### src/pvc_regs.svh
`ifndef PVC_REGS_SVH
`define PVC_REGS_SVH
// register indices; byte address is four times the index
`define PVC_IDX_CAL 12'h018
`define PVC_IDX_SYNC 12'h019
`define PVC_IDX_UPDATE 12'h01A
`define PVC_IDX_STATUS 12'h01B
// calibration control fields
`define PVC_CAL_TRIG_BIT 0
`define PVC_CAL_DIV_LSB 1
`define PVC_CAL_DIV_MSB 2
`define PVC_CAL_RESET 8'h06
// counter sync and reference delay fields
`define PVC_SYNC_MODE_LSB 6
`define PVC_SYNC_MODE_MSB 7
`define PVC_RDLY_LSB 3
`define PVC_RDLY_MSB 5
`define PVC_SYNC_RESET 8'h00
// update register: writing one here copies staged values into the active set
`define PVC_UPD_BIT 0
// calibration length in calibration clock ticks
`define PVC_CAL_TICKS 64
`endif

### src/pvc_pkg.sv
`default_nettype none
package pvc_pkg;
  typedef enum logic [1:0] {
    PVC_DIV2 = 2'b00,
    PVC_DIV4 = 2'b01,
    PVC_DIV8 = 2'b10,
    PVC_DIV16 = 2'b11
  } pvc_div_type;
  typedef enum logic [1:0] {
    PVC_SYNC_NONE = 2'b00,
    PVC_SYNC_ASYNC = 2'b01,
    PVC_SYNC_SYNC = 2'b10,
    PVC_SYNC_NONE2 = 2'b11
  } pvc_sync_type;
  typedef enum logic {
    PVC_CAL_IDLE = 1'b0,
    PVC_CAL_RUN = 1'b1
  } pvc_cal_state_type;
endpackage : pvc_pkg
`default_nettype wire

### src/pvc_top.sv
// Behaviour
// - divider field 10 divides the reference clock by 8 to make the calibration clock.
// - divider field 11, the reset value, divides the reference clock by 16.
// - a calibration starts only when the active trigger bit goes from 0 to 1, and the bit resets to 0.
// - counter reset mode 00 and 11 ignore the alignment pin, 01 resets counters asynchronously, 10 synchronously.
// - a three-bit reference path delay field resets to zero and drives the reference path delay.
// - divider field 00 divides by 2 and 01 by 4, both derived from the reference clock.
//
// The implementer's own choice: the APB slave port.
`timescale 1ns/1ps
`default_nettype none
`include "pvc_regs.svh"
module pvc_top
  import pvc_pkg::*;
#(
  parameter int CAL_TICKS = `PVC_CAL_TICKS
) (
  input wire logic pclk,
  input wire logic presetn,
  input wire logic psel,
  input wire logic penable,
  input wire logic pwrite,
  input wire logic [11:0] paddr,
  input wire logic [31:0] pwdata,
  output logic [31:0] prdata,
  output logic pready,
  output logic pslverr,
  input wire logic ref_clk_in,
  input wire logic align_n,
  output logic cal_busy,
  output logic cal_clk_en,
  output logic counter_reset_async,
  output logic counter_reset_sync,
  output logic [2:0] ref_path_delay
);

  // the run counter is 16 bits wide, so longer runs cannot be served
  if (CAL_TICKS < 1 || CAL_TICKS > 65535) begin : g_bad_ticks
    $error("pvc_top: CAL_TICKS out of range");
  end

  function automatic logic [3:0] div_last(input pvc_div_type sel);
    unique case (sel)
      PVC_DIV2: div_last = 4'h1;
      PVC_DIV4: div_last = 4'h3;
      PVC_DIV8: div_last = 4'h7;
      PVC_DIV16: div_last = 4'hF;
    endcase
  endfunction : div_last

  function automatic logic hit(input logic [11:0] addr, input logic [11:0] idx);
    hit = (addr[1:0] == 2'b00) && (addr[11:2] == idx[9:0]);
  endfunction : hit

  ////////////////////////////////////////////////////////////////////////////
  // apb decode

  logic [7:0] cal_stage_reg;
  logic [7:0] sync_stage_reg;
  logic [7:0] cal_active_reg;
  logic [7:0] sync_active_reg;
  logic [31:0] prdata_reg;
  logic pslverr_reg;

  wire sel_cal = hit(paddr, `PVC_IDX_CAL);
  wire sel_sync = hit(paddr, `PVC_IDX_SYNC);
  wire sel_upd = hit(paddr, `PVC_IDX_UPDATE);
  wire sel_stat = hit(paddr, `PVC_IDX_STATUS);
  wire mapped = sel_cal | sel_sync | sel_upd | sel_stat;
  wire setup = psel & ~penable;
  wire wr_done = psel & penable & pwrite & ~pslverr_reg;
  // status is read-only, so a write to it is refused too
  wire bad = ~mapped | (pwrite & sel_stat);
  wire update_strobe = wr_done & sel_upd & pwdata[`PVC_UPD_BIT];

  logic [31:0] rd_mux;
  assign rd_mux = sel_cal ? {24'h00_0000, cal_stage_reg} :
                  sel_sync ? {24'h00_0000, sync_stage_reg} :
                  sel_stat ? {16'h0000, sync_active_reg, 6'h00, cal_busy, cal_active_reg[`PVC_CAL_TRIG_BIT]} :
                  32'h0000_0000;

  assign pready = 1'b1;
  assign prdata = prdata_reg;
  assign pslverr = pslverr_reg & psel & penable;

  // read data and error are captured in setup so the access phase answers at once
  always_ff @(posedge pclk or negedge presetn) begin
    if (!presetn) begin
      prdata_reg <= 32'h0000_0000;
      pslverr_reg <= 1'b0;
    end else if (setup) begin
      prdata_reg <= pwrite ? 32'h0000_0000 : rd_mux;
      pslverr_reg <= bad;
    end
  end

  ////////////////////////////////////////////////////////////////////////////
  // staged and active register sets

  always_ff @(posedge pclk or negedge presetn) begin
    if (!presetn) begin
      cal_stage_reg <= `PVC_CAL_RESET;
      sync_stage_reg <= `PVC_SYNC_RESET;
    end else if (wr_done) begin
      if (sel_cal) begin
        cal_stage_reg <= pwdata[7:0];
      end
      if (sel_sync) begin
        sync_stage_reg <= pwdata[7:0];
      end
    end
  end

  // settings act only after the update strobe, so a sequence of writes lands together
  always_ff @(posedge pclk or negedge presetn) begin
    if (!presetn) begin
      cal_active_reg <= `PVC_CAL_RESET;
      sync_active_reg <= `PVC_SYNC_RESET;
    end else if (update_strobe) begin
      cal_active_reg <= cal_stage_reg;
      sync_active_reg <= sync_stage_reg;
    end
  end

  wire pvc_div_type div_sel = pvc_div_type'(cal_active_reg[`PVC_CAL_DIV_MSB:`PVC_CAL_DIV_LSB]);
  wire pvc_sync_type sync_mode = pvc_sync_type'(sync_active_reg[`PVC_SYNC_MODE_MSB:`PVC_SYNC_MODE_LSB]);
  wire trig_now = cal_active_reg[`PVC_CAL_TRIG_BIT];

  assign ref_path_delay = sync_active_reg[`PVC_RDLY_MSB:`PVC_RDLY_LSB];

  ////////////////////////////////////////////////////////////////////////////
  // pin synchronisers and reference edge

  logic ref_s1_reg;
  logic ref_s2_reg;
  logic ref_s3_reg;
  logic align_s1_reg;
  logic align_s2_reg;

  always_ff @(posedge pclk or negedge presetn) begin
    if (!presetn) begin
      ref_s1_reg <= 1'b0;
      ref_s2_reg <= 1'b0;
      ref_s3_reg <= 1'b0;
      align_s1_reg <= 1'b1;
      align_s2_reg <= 1'b1;
    end else begin
      ref_s1_reg <= ref_clk_in;
      ref_s2_reg <= ref_s1_reg;
      ref_s3_reg <= ref_s2_reg;
      align_s1_reg <= align_n;
      align_s2_reg <= align_s1_reg;
    end
  end

  // the reference must stay below half of pclk or edges are missed
  wire ref_edge = ref_s2_reg & ~ref_s3_reg;
  wire align_active = ~align_s2_reg;

  ////////////////////////////////////////////////////////////////////////////
  // calibration clock divider

  logic [3:0] div_cnt_reg;
  logic cal_clk_en_reg;
  wire div_wrap = ref_edge && (div_cnt_reg >= div_last(div_sel));

  always_ff @(posedge pclk or negedge presetn) begin
    if (!presetn) begin
      div_cnt_reg <= 4'h0;
      cal_clk_en_reg <= 1'b0;
    end else begin
      cal_clk_en_reg <= div_wrap;
      if (div_wrap) begin
        div_cnt_reg <= 4'h0;
      end else if (ref_edge) begin
        div_cnt_reg <= div_cnt_reg + 4'h1;
      end
    end
  end

  assign cal_clk_en = cal_clk_en_reg;

  ////////////////////////////////////////////////////////////////////////////
  // calibration sequencer

  pvc_cal_state_type cal_state_reg;
  logic trig_prev_reg;
  logic [15:0] tick_cnt_reg;
  wire trig_rise = trig_now & ~trig_prev_reg;

  always_ff @(posedge pclk or negedge presetn) begin
    if (!presetn) begin
      cal_state_reg <= PVC_CAL_IDLE;
      trig_prev_reg <= 1'b0;
      tick_cnt_reg <= 16'h0000;
    end else begin
      trig_prev_reg <= trig_now;
      unique case (cal_state_reg)
        PVC_CAL_IDLE: begin
          if (trig_rise) begin
            cal_state_reg <= PVC_CAL_RUN;
            tick_cnt_reg <= 16'(CAL_TICKS);
          end
        end
        PVC_CAL_RUN: begin
          // a rise while running is not queued; the host restarts with a fresh 0 then 1
          if (cal_clk_en_reg) begin
            tick_cnt_reg <= tick_cnt_reg - 16'h0001;
            if (tick_cnt_reg == 16'h0001) begin
              cal_state_reg <= PVC_CAL_IDLE;
            end
          end
        end
      endcase
    end
  end

  assign cal_busy = (cal_state_reg == PVC_CAL_RUN);

  ////////////////////////////////////////////////////////////////////////////
  // counter reset from the alignment pin

  logic sync_rst_reg;

  always_ff @(posedge pclk or negedge presetn) begin
    if (!presetn) begin
      sync_rst_reg <= 1'b0;
    end else if (ref_edge) begin
      sync_rst_reg <= align_active && (sync_mode == PVC_SYNC_SYNC);
    end
  end

  // async mode follows the synchronised pin level directly, with no reference alignment
  assign counter_reset_async = align_active && (sync_mode == PVC_SYNC_ASYNC);
  assign counter_reset_sync = sync_rst_reg;

endmodule : pvc_top
`default_nettype wire

### config.mk
export PLATFORM = sky130hd
export DESIGN_NAME = pvc_top
export DESIGN_NICKNAME = d
export VERILOG_FILES = /design/src/pvc_pkg.sv /design/src/pvc_top.sv
export VERILOG_INCLUDE_DIRS = /design/src /design/src/src
export SDC_FILE = /design/constraint.sdc
export NUM_CORES = 1
export LEC_CHECK = 0
export ABC_AREA = 1
export BUFFER_PORTS_ARGS = -buffer_cell sky130_fd_sc_hd__buf_2
export CELL_PAD_IN_SITES_DETAIL_PLACEMENT = 1
export CELL_PAD_IN_SITES_GLOBAL_PLACEMENT = 1
export CORE_ASPECT_RATIO = 1.75
export CORE_MARGIN = 10
export CORE_UTILIZATION = 40
export DETAILED_ROUTE_END_ITERATION = 12
export MAX_ROUTING_LAYER = met4
export PLACE_DENSITY_LB_ADDON = 0.1
export SKIP_LAST_GASP = 1
export SLEW_MARGIN = 20
export SYNTH_ARGS = -nofsm -noshare
export SYNTH_HDL_FRONTEND = slang
export SYNTH_SLANG_ARGS = --single-unit
### constraint.sdc
create_clock -name pclk -period 2.47 [get_ports pclk]
set_clock_uncertainty 0.05 [all_clocks]
set_input_delay 0.1235 -clock pclk [delete_from_list [all_inputs] [get_ports pclk]]
set_output_delay 0.1235 -clock pclk [all_outputs]
set_load 0.005 [all_outputs]
== Word level (Yosys, flattened, before mapping) ==
Index checks and enable logic that the tools add are counted.
Word-level totals
  bits in registers: 89
  input bits: 51
  output and inout port bits: 41
  logic and storage cells: 81
Operators by class
  add/subtract/negate cells: 2
  magnitude comparators: 1
  equality and inequality tests: 12
  muxes and demuxes: 14
  bitwise logic cells: 22
  reductions and logical operators: 13
Operator list (number)
  two-way mux 16 bit: 6
  equality test 10 x 5 -> 1 bit, second input constant: 4
  case mux 16 bit (2 select lines): 1
  equality test 16 x 1 -> 1 bit, second input constant: 1
  case mux 4 bit (4 select lines): 1
  subtractor 16 x 1 -> 16 bit, second input constant: 1
  AND 1 bit: 11
  two-way mux 4 bit: 2
  logical AND 1 bit: 7
  NOT 1 bit: 7
  equality test 2 bit, second input constant: 3
  AND reduction 2 bit: 3
  adder 4 x 1 -> 4 bit, second input constant: 1
  equality test 2 x 1 -> 1 bit, second input constant: 2
  greater-or-equal comparator 4 bit: 1
  zero test 2 bit: 2
  inequality test 2 bit, second input constant: 2
  OR 1 bit: 4
  two-way mux 1 bit: 3
  case mux 1 bit (2 select lines): 1
  nonzero test 2 bit: 1

== Logic depth before layout (Yosys ltp) ==
Gate-level depths: netlist of run 1.
  word-level depth: 7
  depth in mapped cells: 10
  gate-level depth less buffers: 9

== Least setup slack after synthesis of run 1 ==
Ideal clock, no wire load.
  kind: register to register
  start point: reg pslverr_reg
  end point: reg sync_active_reg[6]
  library setup time: 0.117 ns
  arrival: 1.277 ns
  data required time: 2.303 ns
  slack: 1.026 ns
  cell stages (with the launch flop): 8
  buffers on the path: 1
  clock period less this slack: 1.444 ns
  cells stage by stage: dfrtp_1 inv_1 nand4_1 nor3_4 nand2_4 buf_6 nand2_1 nand2_1
Between the ends
  word-level cells in the longest chain between the ends: 4
RTL lines
  start: declaration: RTL line pvc_top.sv:63  | logic pslverr_reg;
  start signal: assignment: RTL line pvc_top.sv:90  | pslverr_reg <= 1'b0;
  start signal: assignment: RTL line pvc_top.sv:93  | pslverr_reg <= bad;
  NOT 1 bit: RTL line pvc_top.sv:71  | wire wr_done = psel & penable & pwrite & ~pslverr_reg;
  AND 1 bit: RTL line pvc_top.sv:71
  AND 1 bit (2 in series): RTL line pvc_top.sv:74  | wire update_strobe = wr_done & sel_upd & pwdata[`PVC_UPD_BIT];
  end signal: assignment: RTL line pvc_top.sv:118  | sync_active_reg <= `PVC_SYNC_RESET;
  end signal: assignment: RTL line pvc_top.sv:121  | sync_active_reg <= sync_stage_reg;
  end: declaration: RTL line pvc_top.sv:61  | logic [7:0] sync_active_reg;
No other way between the ends.
A chain may end at the register's enable or synchronous reset.

== Worst setup path in the final report of run 1 ==
  start point: reg pslverr_reg
  end point: reg cal_active_reg[2]
Between the ends
  word-level cells in the longest chain between the ends: 4
RTL lines
  NOT 1 bit: RTL line pvc_top.sv:71
  AND 1 bit: RTL line pvc_top.sv:71
  AND 1 bit (2 in series): RTL line pvc_top.sv:74
  end signal: assignment: RTL line pvc_top.sv:117  | cal_active_reg <= `PVC_CAL_RESET;
  end signal: assignment: RTL line pvc_top.sv:120  | cal_active_reg <= cal_stage_reg;
  end: declaration: RTL line pvc_top.sv:60  | logic [7:0] cal_active_reg;
No other way between the ends.

==> report_table.html, run 1 <==
<table>
<tr><th>Metric</th><th>Value</th></tr>
<tr><th colspan="2">Clock tree</th></tr>
<tr><td>Number of hold buffers added after CTS</td><td>7</td></tr>
<tr><td>Clock sink total</td><td>between 70 and 80</td></tr>
<tr><td>Post-CTS setup buffer count</td><td>0</td></tr>
<tr><td>Maximum root-to-sink buffer count</td><td>2</td></tr>
<tr><td>Clk_lat worst skew</td><td>~0.33 ns</td></tr>
<tr><td>TritonCTS clock tree</td><td>built</td></tr>
<tr><td>Max H-tree Level</td><td>3</td></tr>
<tr><td>Post-CTS resize count</td><td>0</td></tr>
<tr><td>Number of buffers created by CTS</td><td>9</td></tr>
<tr><td>Library cell used as clock root buffer</td><td>sky130_fd_sc_hd__clkbuf_16</td></tr>
<tr><td>Reg clk slew, reported paths</td><td>approximately 0.060 ns</td></tr>
<tr><th colspan="2">Synthesis</th></tr>
<tr><td>Most frequent cell after synthesis</td><td>sky130_fd_sc_hd__nand2_1</td></tr>
<tr><td>FF+latch count, synth</td><td>73</td></tr>
<tr><td>Ranking of synthesized cells by instance count</td><td>sky130_fd_sc_hd__nand2_1 (137), sky130_fd_sc_hd__dfrtp_1 (67), sky130_fd_sc_hd__inv_1 (55), sky130_fd_sc_hd__nand3_1 (41), sky130_fd_sc_hd__nor2_1 (32)</td></tr>
<tr><td>Post-synthesis async set-or-reset flop share</td><td>between 90% and 100%</td></tr>
<tr><td>Synthesized cell area</td><td>about 3700 µm²</td></tr>
<tr><td>Number of flops mapped to enable cells by yosys</td><td>0</td></tr>
<tr><td>Post-synthesis area per instance</td><td>8.27 µm²</td></tr>
<tr><td>Library cell with the largest summed area after synthesis</td><td>sky130_fd_sc_hd__dfrtp_1</td></tr>
<tr><td>Number of different library cells in the post-synthesis netlist</td><td>32</td></tr>
<tr><td>Warnings, synthesis</td><td>0</td></tr>
<tr><td>Leading post-synthesis cells by cell area</td><td>sky130_fd_sc_hd__dfrtp_1 (45%), sky130_fd_sc_hd__nand2_1 (14%), sky130_fd_sc_hd__inv_1 (5.6%)</td></tr>
<tr><td>Gate count after technology mapping</td><td>between 400 and 500</td></tr>
<tr><td>Register area share after synthesis</td><td>between 40% and 50%</td></tr>
<tr><td>Most used flip-flop cell after synthesis</td><td>sky130_fd_sc_hd__dfrtp_1</td></tr>
<tr><td>Area fraction of the dominant cell type after synthesis</td><td>45.3%</td></tr>
<tr><th colspan="2">Worst setup path</th></tr>
<tr><td>Data required time of the worst path</td><td>2.68 ns</td></tr>
<tr><td>CP Data Arrival Time</td><td>between 1.5 and 2 ns</td></tr>
<tr><td>CP Cell Sequence</td><td>inv_1, nand4_1, nor3_4, nand2_4, o21ai_0</td></tr>
<tr><td>Sum of buffers and inverters on the critical path</td><td>1</td></tr>
<tr><td>Path type of the worst setup path</td><td>reg -&gt; reg</td></tr>
<tr><td>Max Fanout on Critical Path</td><td>14</td></tr>
<tr><td>Startpoint types</td><td>flip-flop</td></tr>
<tr><td>CP max-delay cell</td><td>sky130_fd_sc_hd__nor3_4</td></tr>
<tr><td>Top Family by Delay on Critical Path</td><td>simple AND/OR/NAND/NOR gates</td></tr>
<tr><td>Endpoint kind of the worst setup timing path</td><td>flip-flop</td></tr>
<tr><td>Largest incremental delay on the critical path</td><td>around 0.42 ns</td></tr>
<tr><th colspan="2">Timing</th></tr>
<tr><td>Finish-stage setup viols</td><td>0</td></tr>
<tr><td>Setup repair after global routing missed its margin</td><td>false</td></tr>
<tr><td>Highest achievable clock rate</td><td>between 0.5 and 0.6 GHz</td></tr>
<tr><td>Hold violation count in the final report</td><td>0</td></tr>
<tr><td>Final Critical Period</td><td>~1.7 ns</td></tr>
<tr><td>Worst Tran Pin Value</td><td>0.556 ns</td></tr>
<tr><td>Final total negative setup slack</td><td>0 ns</td></tr>
<tr><td>Period utilisation layout</td><td>about 68%</td></tr>
<tr><td>Rel. slew slack</td><td>62.9%</td></tr>
<tr><td>Number of pins exceeding their max-slew limit in the final report</td><td>0</td></tr>
<tr><th colspan="2">Routing</th></tr>
<tr><td>Overall via count from detail_route</td><td>2976</td></tr>
<tr><td>Count of routing violations after the opening detailed-route iteration</td><td>60</td></tr>
<tr><td>Average detailed-routed wire length per instance</td><td>between 10 and 15 µm</td></tr>
<tr><td>Number of detailed-route iterations in the first pass</td><td>4</td></tr>
<tr><td>Final Routed Wirelength</td><td>9.23 mm</td></tr>
<tr><td>Routed vias/inst</td><td>~4.7</td></tr>
<tr><td>Residual DRC count</td><td>0</td></tr>
<tr><td>Antenna Violating Nets Remaining</td><td>0</td></tr>
<tr><th colspan="2">Pwr</th></tr>
<tr><td>Relative contribution of sequential cells to total power</td><td>between 40% and 50%</td></tr>
<tr><td>Switching part of the total power</td><td>22.7%</td></tr>
<tr><td>LEAKAGE</td><td>2.47 nW</td></tr>
<tr><td>Net switching component of the power</td><td>about 0.00064 W</td></tr>
<tr><td>Share of power burned in the clock network</td><td>between 40% and 50%</td></tr>
<tr><td>Combinational Power Share</td><td>approximately 7.5%</td></tr>
<tr><td>Internal power component</td><td>~0.0022 W</td></tr>
<tr><td>Total power density per cell area</td><td>~650 nW/µm²</td></tr>
<tr><td>Highest ir drop seen on vdd</td><td>roughly 0.36 mV</td></tr>
<tr><th colspan="2">Global routing</th></tr>
<tr><td>GRT Util Overall</td><td>~14%</td></tr>
<tr><td>Wire length of the first global-routing pass</td><td>15.3 mm</td></tr>
<tr><td>Antenna violations before repair</td><td>0</td></tr>
<tr><td>Number of global-route vias before repair</td><td>3162</td></tr>
<tr><td>Largest net degree at the start of global routing</td><td>74</td></tr>
<tr><td>Sum of overflow across all layers after global routing</td><td>0</td></tr>
<tr><th colspan="2">Layout</th></tr>
<tr><td>Growth of design area from synthesis to finish</td><td>17.8%</td></tr>
<tr><td>Number of diodes</td><td>0</td></tr>
<tr><td>Fin area</td><td>roughly 4400 µm²</td></tr>
<tr><td>Final nets</td><td>around 560</td></tr>
<tr><td>Fin util</td><td>approximately 48%</td></tr>
<tr><td>Share of post-route cells with drive strength above 1</td><td>19.6%</td></tr>
<tr><td>Final Non-Filler Cells</td><td>630</td></tr>
<tr><th colspan="2">Placement</th></tr>
<tr><td>Count of buffers from port buffering</td><td>50</td></tr>
<tr><td>Post-detailed-placement half-perimeter wirelength</td><td>about 7 mm</td></tr>
<tr><td>Final estimated routing congestion in global placement</td><td>0.778</td></tr>
<tr><td>Area after detailed placement</td><td>approximately 4000 µm²</td></tr>
<tr><td>Total instance count after detailed placement</td><td>607</td></tr>
<tr><th colspan="2">Flow run</th></tr>
<tr><td>Max-capacitance violation count</td><td>0</td></tr>
<tr><th colspan="2">Min path</th></tr>
<tr><td>Class of the tightest hold or removal check</td><td>in -&gt; reg</td></tr>
<tr><th colspan="2">Floorplan</th></tr>
<tr><td>Number of cell rows</td><td>between 40 and 50</td></tr>
<tr><td>Vert. Die Dim</td><td>~150 µm</td></tr>
<tr><td>Core Region</td><td>~9000 µm²</td></tr>
<tr><td>Number of primary I/O pins</td><td>92</td></tr>
<tr><td>Width of the die</td><td>around 93 µm</td></tr>
<tr><td>Overall die area</td><td>13600 µm²</td></tr>
<tr><td>Initial core utilization</td><td>40.9%</td></tr>
<tr><th colspan="2">Status</th></tr>
<tr><td>Run status</td><td>finished clean</td></tr>
</table>
[area by class of cell]
type	instances	area (µm²)
sequential	73	1830
multi-input combinational	302	1490
clock inverter	2	35.0
clock buffer	14	274
fill	1124	4680
timing repair buffer	60	355
tap	120	150
inverter	59	221
[worst paths after layout]
kind,endpoint,cells past startpoint,from,slack (ns)
max reg2reg,cal_active_reg[2],5,pslverr_reg,0.80
min,sync_stage_reg[3],3,pwdata[3],0.008
max,cal_active_reg[2],5,pslverr_reg,0.80
min reg2reg,ref_s2_reg,0,ref_s1_reg,0.31
min in group asynchronous,cal_clk_en,3,presetn,0.31
max in group asynchronous,align_s2_reg,3,presetn,1.73
[through the flow]
| stage | hold WS (ns) | power [W] | setup WS [ns] |
|---|---|---|---|
| after floorplan | -0.222 | 0.00141 | 1.03 |
| after global placement | 0.141 | 0.00147 | 0.793 |
| after detailed placement | 0.139 | 0.00149 | 0.762 |
| after CTS | 0.00295 | 0.00286 | 0.755 |
| after global routing | 0.0221 | 0.00293 | 0.602 |
| final | 0.00804 | 0.00282 | 0.795 |
[cells in the final DEF (no fill, tap or decap), types with 7 or more instances in the layout]
cell type and instances:
sky130_fd_sc_hd__inv_1 55, sky130_fd_sc_hd__dlygate4sd3_1 7, sky130_fd_sc_hd__dfrtp_1 67, sky130_fd_sc_hd__nor2_1 32, sky130_fd_sc_hd__nand3_1 41, sky130_fd_sc_hd__nand2_1 137
sky130_fd_sc_hd__o21ai_2 12, sky130_fd_sc_hd__buf_2 50, sky130_fd_sc_hd__clkbuf_16 9, sky130_fd_sc_hd__o21ai_0 21, sky130_fd_sc_hd__nand4_1 7, sky130_fd_sc_hd__conb_1 17
[per-layer routing]
metal	vias up	GRT usage, %	routed length (µm)
met1	1431	13.9	3450
met3	15	2.50	225
li1	1487	-	-
met2	43	27.1	5330
met4	0	6.74	217
met5	-	-	0
[power groups by stage]
| stage | logic [W] | clock network, W | registers [W] |
|---|---|---|---|
| 3_5_place_dp | 0.000204 | 0 | 0.00128 |
| 2_1_floorplan | 0.000133 | 0 | 0.00127 |
| 4_1_cts | 0.000215 | 0.00138 | 0.00126 |
| 3_3_place_gp | 0.000191 | 0 | 0.00128 |
| 5_1_grt | 0.000241 | 0.00142 | 0.00127 |
| 6_report | 0.000210 | 0.00134 | 0.00126 |
[worst reg2reg max path, delay by kind of cell, from the launching register on]
family / cells / cell delay [ns]
AND/OR/NAND/NOR: 3 / 0.90
flip-flops: 1 / 0.37
AO/OA/AOI/OAI: 1 / 0.22
buffers and inverters: 1 / 0.07
[logic make-up after synthesis]
| kind of cell | count (synthesis) | share of synthesized area (%) |
|---|---|---|
| adders and majority gates | 6 | 2.03 |
| other | 2 | 0.203 |
| buffers and inverters | 87 | 11.7 |
| and+or+nand+nor | 233 | 28.5 |
| xor gates and xnor gates | 2 | 0.474 |
| DFF | 73 | 49.6 |
| AOI/OAI and AO/OA | 44 | 7.51 |
Power figures use the tool's default switching activity.
==> run 2, diff against run 1 <==
--- a/config.mk
+++ b/config.mk
@@ -12,7 +12,7 @@
 export CELL_PAD_IN_SITES_GLOBAL_PLACEMENT = 1
 export CORE_ASPECT_RATIO = 1.75
 export CORE_MARGIN = 10
-export CORE_UTILIZATION = 40
+export CORE_UTILIZATION = 35
 export DETAILED_ROUTE_END_ITERATION = 12
 export MAX_ROUTING_LAYER = met4
 export PLACE_DENSITY_LB_ADDON = 0.1
==> constraint.sdc (replaced) <==
create_clock -name pclk -period 1.52 [get_ports pclk]
set_clock_uncertainty 0.05 [all_clocks]
set_input_delay 0.076 -clock pclk [delete_from_list [all_inputs] [get_ports pclk]]
set_output_delay 0.076 -clock pclk [all_outputs]
set_load 0.005 [all_outputs]
==> report_table.html, run 2 (synthesis results as in run 1) <==
<table>
<tr><th>Metric</th><th>Value</th></tr>
<tr><th colspan="2">Min path</th></tr>
<tr><td>Hold path depth</td><td>3 (unchanged)</td></tr>
<tr><td>Class of the tightest hold or removal check</td><td>in -&gt; reg (unchanged)</td></tr>
<tr><th colspan="2">Timing</th></tr>
<tr><td>Worst Tran Pin Value</td><td>0.603 ns (was 0.556 ns)</td></tr>
<tr><td>Period utilisation layout</td><td>101% (was 67.8%)</td></tr>
<tr><td>Worst setup slack after layout</td><td>-0.0132 ns (was 0.795 ns)</td></tr>
<tr><td>Final Critical Period</td><td>1.53 ns (was 1.67 ns)</td></tr>
<tr><td>Finish-stage setup viols</td><td>1 (was 0)</td></tr>
<tr><td>Final total negative setup slack</td><td>-0.0132 ns (was 0 ns)</td></tr>
<tr><td>Hold violation count in the final report</td><td>0 (unchanged)</td></tr>
<tr><td>Highest achievable clock rate</td><td>0.652 GHz (was 0.597 GHz)</td></tr>
<tr><td>Setup repair after global routing missed its margin</td><td>true (was false)</td></tr>
<tr><td>Rel. slew slack</td><td>59.8% (was 62.9%)</td></tr>
<tr><td>Number of pins exceeding their max-slew limit in the final report</td><td>0 (unchanged)</td></tr>
<tr><th colspan="2">Flow run</th></tr>
<tr><td>Max-capacitance violation count</td><td>0 (unchanged)</td></tr>
<tr><th colspan="2">Floorplan</th></tr>
<tr><td>Initial core utilization</td><td>35.9% (was 40.9%)</td></tr>
<tr><td>Overall die area</td><td>15200 µm² (was 13600 µm²)</td></tr>
<tr><td>Width of the die</td><td>97.7 µm (was 92.7 µm)</td></tr>
<tr><td>Number of primary I/O pins</td><td>92 (unchanged)</td></tr>
<tr><td>Vert. Die Dim</td><td>156 µm (was 147 µm)</td></tr>
<tr><td>Number of cell rows</td><td>49 (was 46)</td></tr>
<tr><td>Core Region</td><td>10300 µm² (was 9040 µm²)</td></tr>
<tr><th colspan="2">Routing</th></tr>
<tr><td>Routed vias/inst</td><td>4.71 (was 4.72)</td></tr>
<tr><td>Final Routed Wirelength</td><td>10.2 mm (was 9.23 mm)</td></tr>
<tr><td>Number of detailed-route iterations in the first pass</td><td>4 (unchanged)</td></tr>
<tr><td>Overall via count from detail_route</td><td>3144 (was 2976)</td></tr>
<tr><td>Residual DRC count</td><td>0 (unchanged)</td></tr>
<tr><td>Average detailed-routed wire length per instance</td><td>15.3 µm (was 14.6 µm)</td></tr>
<tr><td>Antenna Violating Nets Remaining</td><td>0 (unchanged)</td></tr>
<tr><td>Count of routing violations after the opening detailed-route iteration</td><td>58 (was 60)</td></tr>
<tr><th colspan="2">Pwr</th></tr>
<tr><td>Total power density per cell area</td><td>991 nW/µm² (was 646 nW/µm²)</td></tr>
<tr><td>Highest ir drop seen on vdd</td><td>0.579 mV (was 0.362 mV)</td></tr>
<tr><td>LEAKAGE</td><td>2.66 nW (was 2.47 nW)</td></tr>
<tr><th colspan="2">Worst setup path</th></tr>
<tr><td>Path type of the worst setup path</td><td>reg -&gt; reg (unchanged)</td></tr>
<tr><td>CP Data Arrival Time</td><td>1.69 ns (was 1.88 ns)</td></tr>
<tr><td>Endpoint kind of the worst setup timing path</td><td>flip-flop (unchanged)</td></tr>
<tr><td>Reg2reg setup slack</td><td>-0.01 ns (was 0.80 ns)</td></tr>
<tr><td>Data required time of the worst path</td><td>1.67 ns (was 2.68 ns)</td></tr>
<tr><td>Reg2Reg Depth</td><td>8 (was 5)</td></tr>
<tr><td>Max Fanout on Critical Path</td><td>4 (was 14)</td></tr>
<tr><td>Startpoint types</td><td>flip-flop (unchanged)</td></tr>
<tr><th colspan="2">Status</th></tr>
<tr><td>Violated checks</td><td>setup timing</td></tr>
<tr><td>Run status</td><td>complete, but fails checks (was finished clean)</td></tr>
<tr><th colspan="2">Clock tree</th></tr>
<tr><td>Clk_lat worst skew</td><td>0.34 ns (was 0.33 ns)</td></tr>
<tr><td>Max H-tree Level</td><td>3 (unchanged)</td></tr>
<tr><td>Reg clk slew, reported paths</td><td>0.06 ns (about the same)</td></tr>
<tr><td>Clock sink total</td><td>73 (unchanged)</td></tr>
<tr><td>Number of buffers created by CTS</td><td>9 (unchanged)</td></tr>
<tr><td>Maximum root-to-sink buffer count</td><td>2 (unchanged)</td></tr>
<tr><td>TritonCTS clock tree</td><td>built (unchanged)</td></tr>
<tr><td>Library cell used as clock root buffer</td><td>sky130_fd_sc_hd__clkbuf_16 (unchanged)</td></tr>
<tr><th colspan="2">Global routing</th></tr>
<tr><td>Largest net degree at the start of global routing</td><td>74 (unchanged)</td></tr>
<tr><td>Number of global-route vias before repair</td><td>3432 (was 3162)</td></tr>
<tr><td>Wire length of the first global-routing pass</td><td>16.6 mm (was 15.3 mm)</td></tr>
<tr><td>Sum of overflow across all layers after global routing</td><td>0 (unchanged)</td></tr>
<tr><td>Antenna violations before repair</td><td>0 (unchanged)</td></tr>
<tr><td>GRT Util Overall</td><td>13.8% (was 14.5%)</td></tr>
<tr><th colspan="2">Layout</th></tr>
<tr><td>Final nets</td><td>593 (was 562)</td></tr>
<tr><td>Growth of design area from synthesis to finish</td><td>27.5% (was 17.8%)</td></tr>
<tr><td>Most frequent cells in the layout</td><td>sky130_fd_sc_hd__nand2_1 (132), sky130_fd_sc_hd__dfrtp_1 (66), sky130_fd_sc_hd__inv_1 (53) (was sky130_fd_sc_hd__nand2_1 (137), sky130_fd_sc_hd__dfrtp_1 (67), sky130_fd_sc_hd__inv_1 (55))</td></tr>
<tr><td>Number of diodes</td><td>0 (unchanged)</td></tr>
<tr><td>Final Non-Filler Cells</td><td>667 (was 630)</td></tr>
<tr><td>Commonest non-fill, non-tap cell in the layout</td><td>sky130_fd_sc_hd__nand2_1 (unchanged)</td></tr>
<tr><td>Share of post-route cells with drive strength above 1</td><td>28.1% (was 19.6%)</td></tr>
<tr><td>Filler cells</td><td>1276 (was 1124)</td></tr>
<tr><th colspan="2">Placement</th></tr>
<tr><td>Final estimated routing congestion in global placement</td><td>0.769 (was 0.778)</td></tr>
<tr><td>Post-detailed-placement half-perimeter wirelength</td><td>7.61 mm (was 7.10 mm)</td></tr>
<tr><td>Total instance count after detailed placement</td><td>636 (was 607)</td></tr>
<tr><td>Count of buffers from port buffering</td><td>50 (unchanged)</td></tr>
</table>
-- run 2: cell count changes in the layout (fill, tap and decap cells not counted), sizes merged --
cell         previous run  this run
buf                    53        80
clkbuf                 14        11
dlygate4sd3             7        10
clkinvlp                0         1
inv                    59        60
nand3b                  1         2
-- run 2: what timing repair did --
action,CTS,global route
setup endpoints to repair,12,37
hold buffers,10,0
endpoints found under the hold margin,78,0
buffers inserted,2,3
cloned,0,1
gates resized for setup,5,20
pin swaps,2,4
-- run 2: through the flow --
| stage | hold slack [ns] | total power (W) | setup slack [ns] | util, % | cell area [µm²] |
|---|---|---|---|---|---|
| after global placement | 0.0926 | 0.00241 | -0.0216 | 40.4 | 4160 |
| after global routing | 0.0258 | 0.00490 | -0.0787 | 45.8 | 4720 |
| final | 0.0177 | 0.00467 | -0.0132 | 45.8 | 4720 |
| after detailed placement | 0.0966 | 0.00244 | -0.0503 | 40.4 | 4160 |
| after CTS | 0.0185 | 0.00469 | -0.0493 | 44.7 | 4610 |
| after floorplan | -0.270 | 0.00228 | 0.0760 | - | 3750 |
-- run 2: worst paths after layout --
check / endpoint / from
min reg2reg: ref_s2_reg / ref_s1_reg
max in group asynchronous: cal_stage_reg[1] / presetn
min: sync_stage_reg[0] / pwdata[0]
max: div_cnt_reg[0] / cal_active_reg[2]
min in group asynchronous: tick_cnt_reg[0] / presetn
max reg2reg: div_cnt_reg[0] / cal_active_reg[2]
-- run 2: area by class of cell --
cell class / instances / area, µm² / area share [%]
Sequential cell: 73 / 1840 / 38.9
Multi-Input combinational cell: 303 / 1580 / 33.6
Timing Repair Buffer: 90 / 613 / 13.0
Clock buffer: 11 / 253 / 5.36
Inverter: 59 / 221 / 4.70
Tap cell: 127 / 159 / 3.37
Clock inverter: 4 / 51.3 / 1.09
-- run 2: critical path, stage by stage, from the launching register on --
cell and delay (ns):
sky130_fd_sc_hd__dfstp_2 0.55, sky130_fd_sc_hd__nor2_1 0.05, sky130_fd_sc_hd__ha_1 0.27, sky130_fd_sc_hd__a21o_1 0.12, sky130_fd_sc_hd__nand3_2 0.07, sky130_fd_sc_hd__nand2_2 0.07
sky130_fd_sc_hd__nand2_2 0.07, sky130_fd_sc_hd__nand3_2 0.08, sky130_fd_sc_hd__o21ai_0 0.07
-- run 2: layer usage --
layer / track usage, % / up-vias / wire length [µm] / part of all wire (%)
met5: - / - / 0 / 0
met4: 5.22 / 0 / 185 / 1.8
met3: 2.93 / 11 / 226 / 2.2
met2: 26.0 / 38 / 6000 / 59
met1: 13.5 / 1542 / 3810 / 37
li1: - / 1553 / - / -
-- run 2: where the power goes --
part / internal [W] / leakage [nW] / switching, W / total [W]
registers: 0.00200 / 0.981 / 0.0000483 / 0.00205
logic: 0.000181 / 1.53 / 0.000252 / 0.000433
clock network: 0.00135 / 0.148 / 0.000841 / 0.00220
==> run 3, diff against run 2 <==
--- a/config.mk
+++ b/config.mk
@@ -14,6 +14,7 @@
 export CORE_MARGIN = 10
 export CORE_UTILIZATION = 35
 export DETAILED_ROUTE_END_ITERATION = 12
+export HOLD_SLACK_MARGIN = 0.15
 export MAX_ROUTING_LAYER = met4
 export PLACE_DENSITY_LB_ADDON = 0.1
 export SKIP_LAST_GASP = 1
==> report_table.html, run 3 (synthesis results as in run 1) <==
<table>
<tr><th>Metric</th><th>Value</th></tr>
<tr><th colspan="2">Floorplan</th></tr>
<tr><td>Vert. Die Dim</td><td>156 µm (unchanged)</td></tr>
<tr><td>Core Region</td><td>10300 µm² (unchanged)</td></tr>
<tr><td>Overall die area</td><td>15200 µm² (unchanged)</td></tr>
<tr><td>Number of primary I/O pins</td><td>92 (unchanged)</td></tr>
<tr><td>Number of cell rows</td><td>49 (unchanged)</td></tr>
<tr><td>Initial core utilization</td><td>35.9% (unchanged)</td></tr>
<tr><td>Width of the die</td><td>97.7 µm (unchanged)</td></tr>
<tr><th colspan="2">Placement</th></tr>
<tr><td>Post-detailed-placement half-perimeter wirelength</td><td>7.61 mm (unchanged)</td></tr>
<tr><td>Pre-CTS worst setup slack</td><td>-0.0503 ns (unchanged)</td></tr>
<tr><td>Final estimated routing congestion in global placement</td><td>0.769 (unchanged)</td></tr>
<tr><td>Count of buffers from port buffering</td><td>50 (unchanged)</td></tr>
<tr><th colspan="2">Global routing</th></tr>
<tr><td>Met3 Usage GRT</td><td>2.93% (unchanged)</td></tr>
<tr><td>Antenna violations before repair</td><td>0 (unchanged)</td></tr>
<tr><td>Most congested layer reported by global routing</td><td>met2 (unchanged)</td></tr>
<tr><td>Sum of overflow across all layers after global routing</td><td>0 (unchanged)</td></tr>
<tr><td>Largest net degree at the start of global routing</td><td>74 (unchanged)</td></tr>
<tr><td>Number of global-route vias before repair</td><td>3444 (was 3432)</td></tr>
<tr><td>GRT met2 Usage</td><td>26.1% (was 26.0%)</td></tr>
<tr><td>Met1 capacity usage during global routing</td><td>13.5% (about the same)</td></tr>
<tr><td>GRT Util Overall</td><td>13.9% (was 13.8%)</td></tr>
<tr><td>Wire length of the first global-routing pass</td><td>16.6 mm (about the same)</td></tr>
<tr><th colspan="2">Timing</th></tr>
<tr><td>Hold violation count in the final report</td><td>0 (unchanged)</td></tr>
<tr><td>Period utilisation layout</td><td>101% (about the same)</td></tr>
<tr><td>Setup repair after global routing missed its margin</td><td>true (unchanged)</td></tr>
<tr><td>Number of pins exceeding their max-slew limit in the final report</td><td>0 (unchanged)</td></tr>
<tr><td>Finish-stage setup viols</td><td>1 (unchanged)</td></tr>
<tr><td>Final Critical Period</td><td>1.53 ns (about the same)</td></tr>
<tr><td>Highest achievable clock rate</td><td>0.652 GHz (about the same)</td></tr>
<tr><td>Worst setup slack after layout</td><td>-0.0132 ns (about the same)</td></tr>
<tr><th colspan="2">Clock tree</th></tr>
<tr><td>Clock sink total</td><td>73 (unchanged)</td></tr>
<tr><td>Reg clk slew, reported paths</td><td>0.06 ns (about the same)</td></tr>
<tr><td>Max H-tree Level</td><td>3 (unchanged)</td></tr>
<tr><td>Library cell used as clock root buffer</td><td>sky130_fd_sc_hd__clkbuf_16 (unchanged)</td></tr>
<tr><td>TritonCTS clock tree</td><td>built (unchanged)</td></tr>
<tr><td>Clk_lat worst skew</td><td>0.34 ns (about the same)</td></tr>
<tr><td>Maximum root-to-sink buffer count</td><td>2 (unchanged)</td></tr>
<tr><td>Number of buffers created by CTS</td><td>9 (unchanged)</td></tr>
<tr><th colspan="2">Worst setup path</th></tr>
<tr><td>Reg2reg setup slack</td><td>-0.01 ns (about the same)</td></tr>
<tr><td>Startpoint types</td><td>flip-flop (unchanged)</td></tr>
<tr><td>Worst setup path startpoint</td><td>cal_active_reg[2] (unchanged)</td></tr>
<tr><td>Max Fanout on Critical Path</td><td>4 (unchanged)</td></tr>
<tr><td>Startpoint of the worst register-to-register path</td><td>cal_active_reg[2] (unchanged)</td></tr>
<tr><td>Path type of the worst setup path</td><td>reg -&gt; reg (unchanged)</td></tr>
<tr><td>CP Data Arrival Time</td><td>1.69 ns (about the same)</td></tr>
<tr><td>Endpoint kind of the worst setup timing path</td><td>flip-flop (unchanged)</td></tr>
<tr><td>Data required time of the worst path</td><td>1.67 ns (about the same)</td></tr>
<tr><th colspan="2">Routing</th></tr>
<tr><td>Residual DRC count</td><td>0 (unchanged)</td></tr>
<tr><td>Antenna Violating Nets Remaining</td><td>0 (unchanged)</td></tr>
<tr><td>Count of routing violations after the opening detailed-route iteration</td><td>60 (was 58)</td></tr>
<tr><td>Final Routed Wirelength</td><td>10.3 mm (was 10.2 mm)</td></tr>
<tr><td>Average detailed-routed wire length per instance</td><td>15.3 µm (about the same)</td></tr>
<tr><td>Routed vias/inst</td><td>4.73 (was 4.71)</td></tr>
<tr><td>Overall via count from detail_route</td><td>3172 (was 3144)</td></tr>
<tr><td>Number of detailed-route iterations in the first pass</td><td>4 (unchanged)</td></tr>
<tr><th colspan="2">Layout</th></tr>
<tr><td>Commonest non-fill, non-tap cell in the layout</td><td>sky130_fd_sc_hd__nand2_1 (unchanged)</td></tr>
<tr><td>Growth of design area from synthesis to finish</td><td>28.9% (was 27.5%)</td></tr>
<tr><td>Most frequent cells in the layout</td><td>sky130_fd_sc_hd__nand2_1 (132), sky130_fd_sc_hd__dfrtp_1 (66), sky130_fd_sc_hd__inv_1 (51) (was sky130_fd_sc_hd__nand2_1 (132), sky130_fd_sc_hd__dfrtp_1 (66), sky130_fd_sc_hd__inv_1 (53))</td></tr>
<tr><td>Number of diodes</td><td>0 (unchanged)</td></tr>
<tr><td>Final nets</td><td>597 (was 593)</td></tr>
<tr><td>Share of post-route cells with drive strength above 1</td><td>28.7% (was 28.1%)</td></tr>
<tr><th colspan="2">Pwr</th></tr>
<tr><td>Total Power Consumption</td><td>0.00469 W (was 0.00467 W)</td></tr>
<tr><td>Highest ir drop seen on vdd</td><td>0.577 mV (was 0.579 mV)</td></tr>
<tr><td>LEAKAGE</td><td>2.67 nW (was 2.66 nW)</td></tr>
<tr><td>Total power density per cell area</td><td>983 nW/µm² (was 991 nW/µm²)</td></tr>
<tr><th colspan="2">Min path</th></tr>
<tr><td>Class of the tightest hold or removal check</td><td>in -&gt; reg (unchanged)</td></tr>
<tr><td>Source of the worst hold timing path</td><td>psel (was pwdata[0])</td></tr>
<tr><th colspan="2">Flow run</th></tr>
<tr><td>Max-capacitance violation count</td><td>0 (unchanged)</td></tr>
<tr><th colspan="2">Status</th></tr>
<tr><td>Run status</td><td>complete, but fails checks (unchanged)</td></tr>
<tr><td>Violated checks</td><td>setup timing (unchanged)</td></tr>
</table>
-- run 3: cell types whose count changed in the layout (fill, tap and decap cells not counted) --
cell / change
sky130_fd_sc_hd__nor2_1: -1
sky130_fd_sc_hd__clkinvlp_4: +1
sky130_fd_sc_hd__nor2_4: +1
sky130_fd_sc_hd__dlygate4sd3_1: +3
sky130_fd_sc_hd__buf_4: +1
sky130_fd_sc_hd__inv_2: +1
sky130_fd_sc_hd__inv_1: -2
-- run 3: worst max-delay path, cell delays in order, from the launching register on --
cell	delay (ns)
sky130_fd_sc_hd__dfstp_2	0.55
sky130_fd_sc_hd__nor2_1	0.05
sky130_fd_sc_hd__ha_1	0.27
sky130_fd_sc_hd__a21o_1	0.12
sky130_fd_sc_hd__nand3_2	0.07
sky130_fd_sc_hd__nand2_2	0.07
sky130_fd_sc_hd__nand2_2	0.07
sky130_fd_sc_hd__nand3_2	0.08
sky130_fd_sc_hd__o21ai_0	0.07
-- run 3: worst paths after layout --
check / to / cells after the start
min in group asynchronous: tick_cnt_reg[0] / 3
min reg2reg: ref_s2_reg / 0
max: div_cnt_reg[0] / 8
min: pslverr_reg / 5
max reg2reg: div_cnt_reg[0] / 8
max in group asynchronous: cal_stage_reg[1] / 3
-- run 3: layout make-up --
cell class,count,area [µm²]
fillers,1272,5540
repair buffers,94,651
well taps,127,159
inverters,59,225
multi-input cells,303,1590
clock buffers,11,253
flip-flops and latches,73,1840
clock inverters,4,51.3
-- run 3: stage by stage --
step,setup TNS [ns],instances,util (%),area [µm²],hold WS (ns)
after CTS,-0.151,666,45.0,4640,0.154
after global placement,-0.0216,636,40.4,4160,0.0926
after detailed placement,-0.158,636,40.4,4160,0.0966
final,-0.0132,671,46.3,4760,0.154
after floorplan,0,462,-,3750,-0.270
after global routing,-0.342,671,46.3,4760,0.241
-- run 3: per-layer routing --
| layer | vias up | share of wire (%) |
|---|---|---|
| met4 | 0 | 1.9 |
| met2 | 35 | 59 |
| met5 | - | 0 |
| met1 | 1563 | 38 |
| li1 | 1561 | - |
| met3 | 13 | 1.9 |
-- run 3: where the power goes --
| group | switching (W) | total [W] | internal, W |
|---|---|---|---|
| Sequential | 0.0000483 | 0.00205 | 0.00200 |
| Clock | 0.000842 | 0.00220 | 0.00135 |
| Combinational | 0.000256 | 0.000444 | 0.000188 |
| Total | 0.00115 | 0.00469 | 0.00354 |
-- run 3: what timing repair did --
item                                    CTS  global route
setup buffers                             2             4
hold endpoints to repair                 92             0
endpoints found under the setup margin   12            44
resized for setup                         5            24
cloned                                    0             1
pin swaps                                 2             4
hold buffers                             13             0
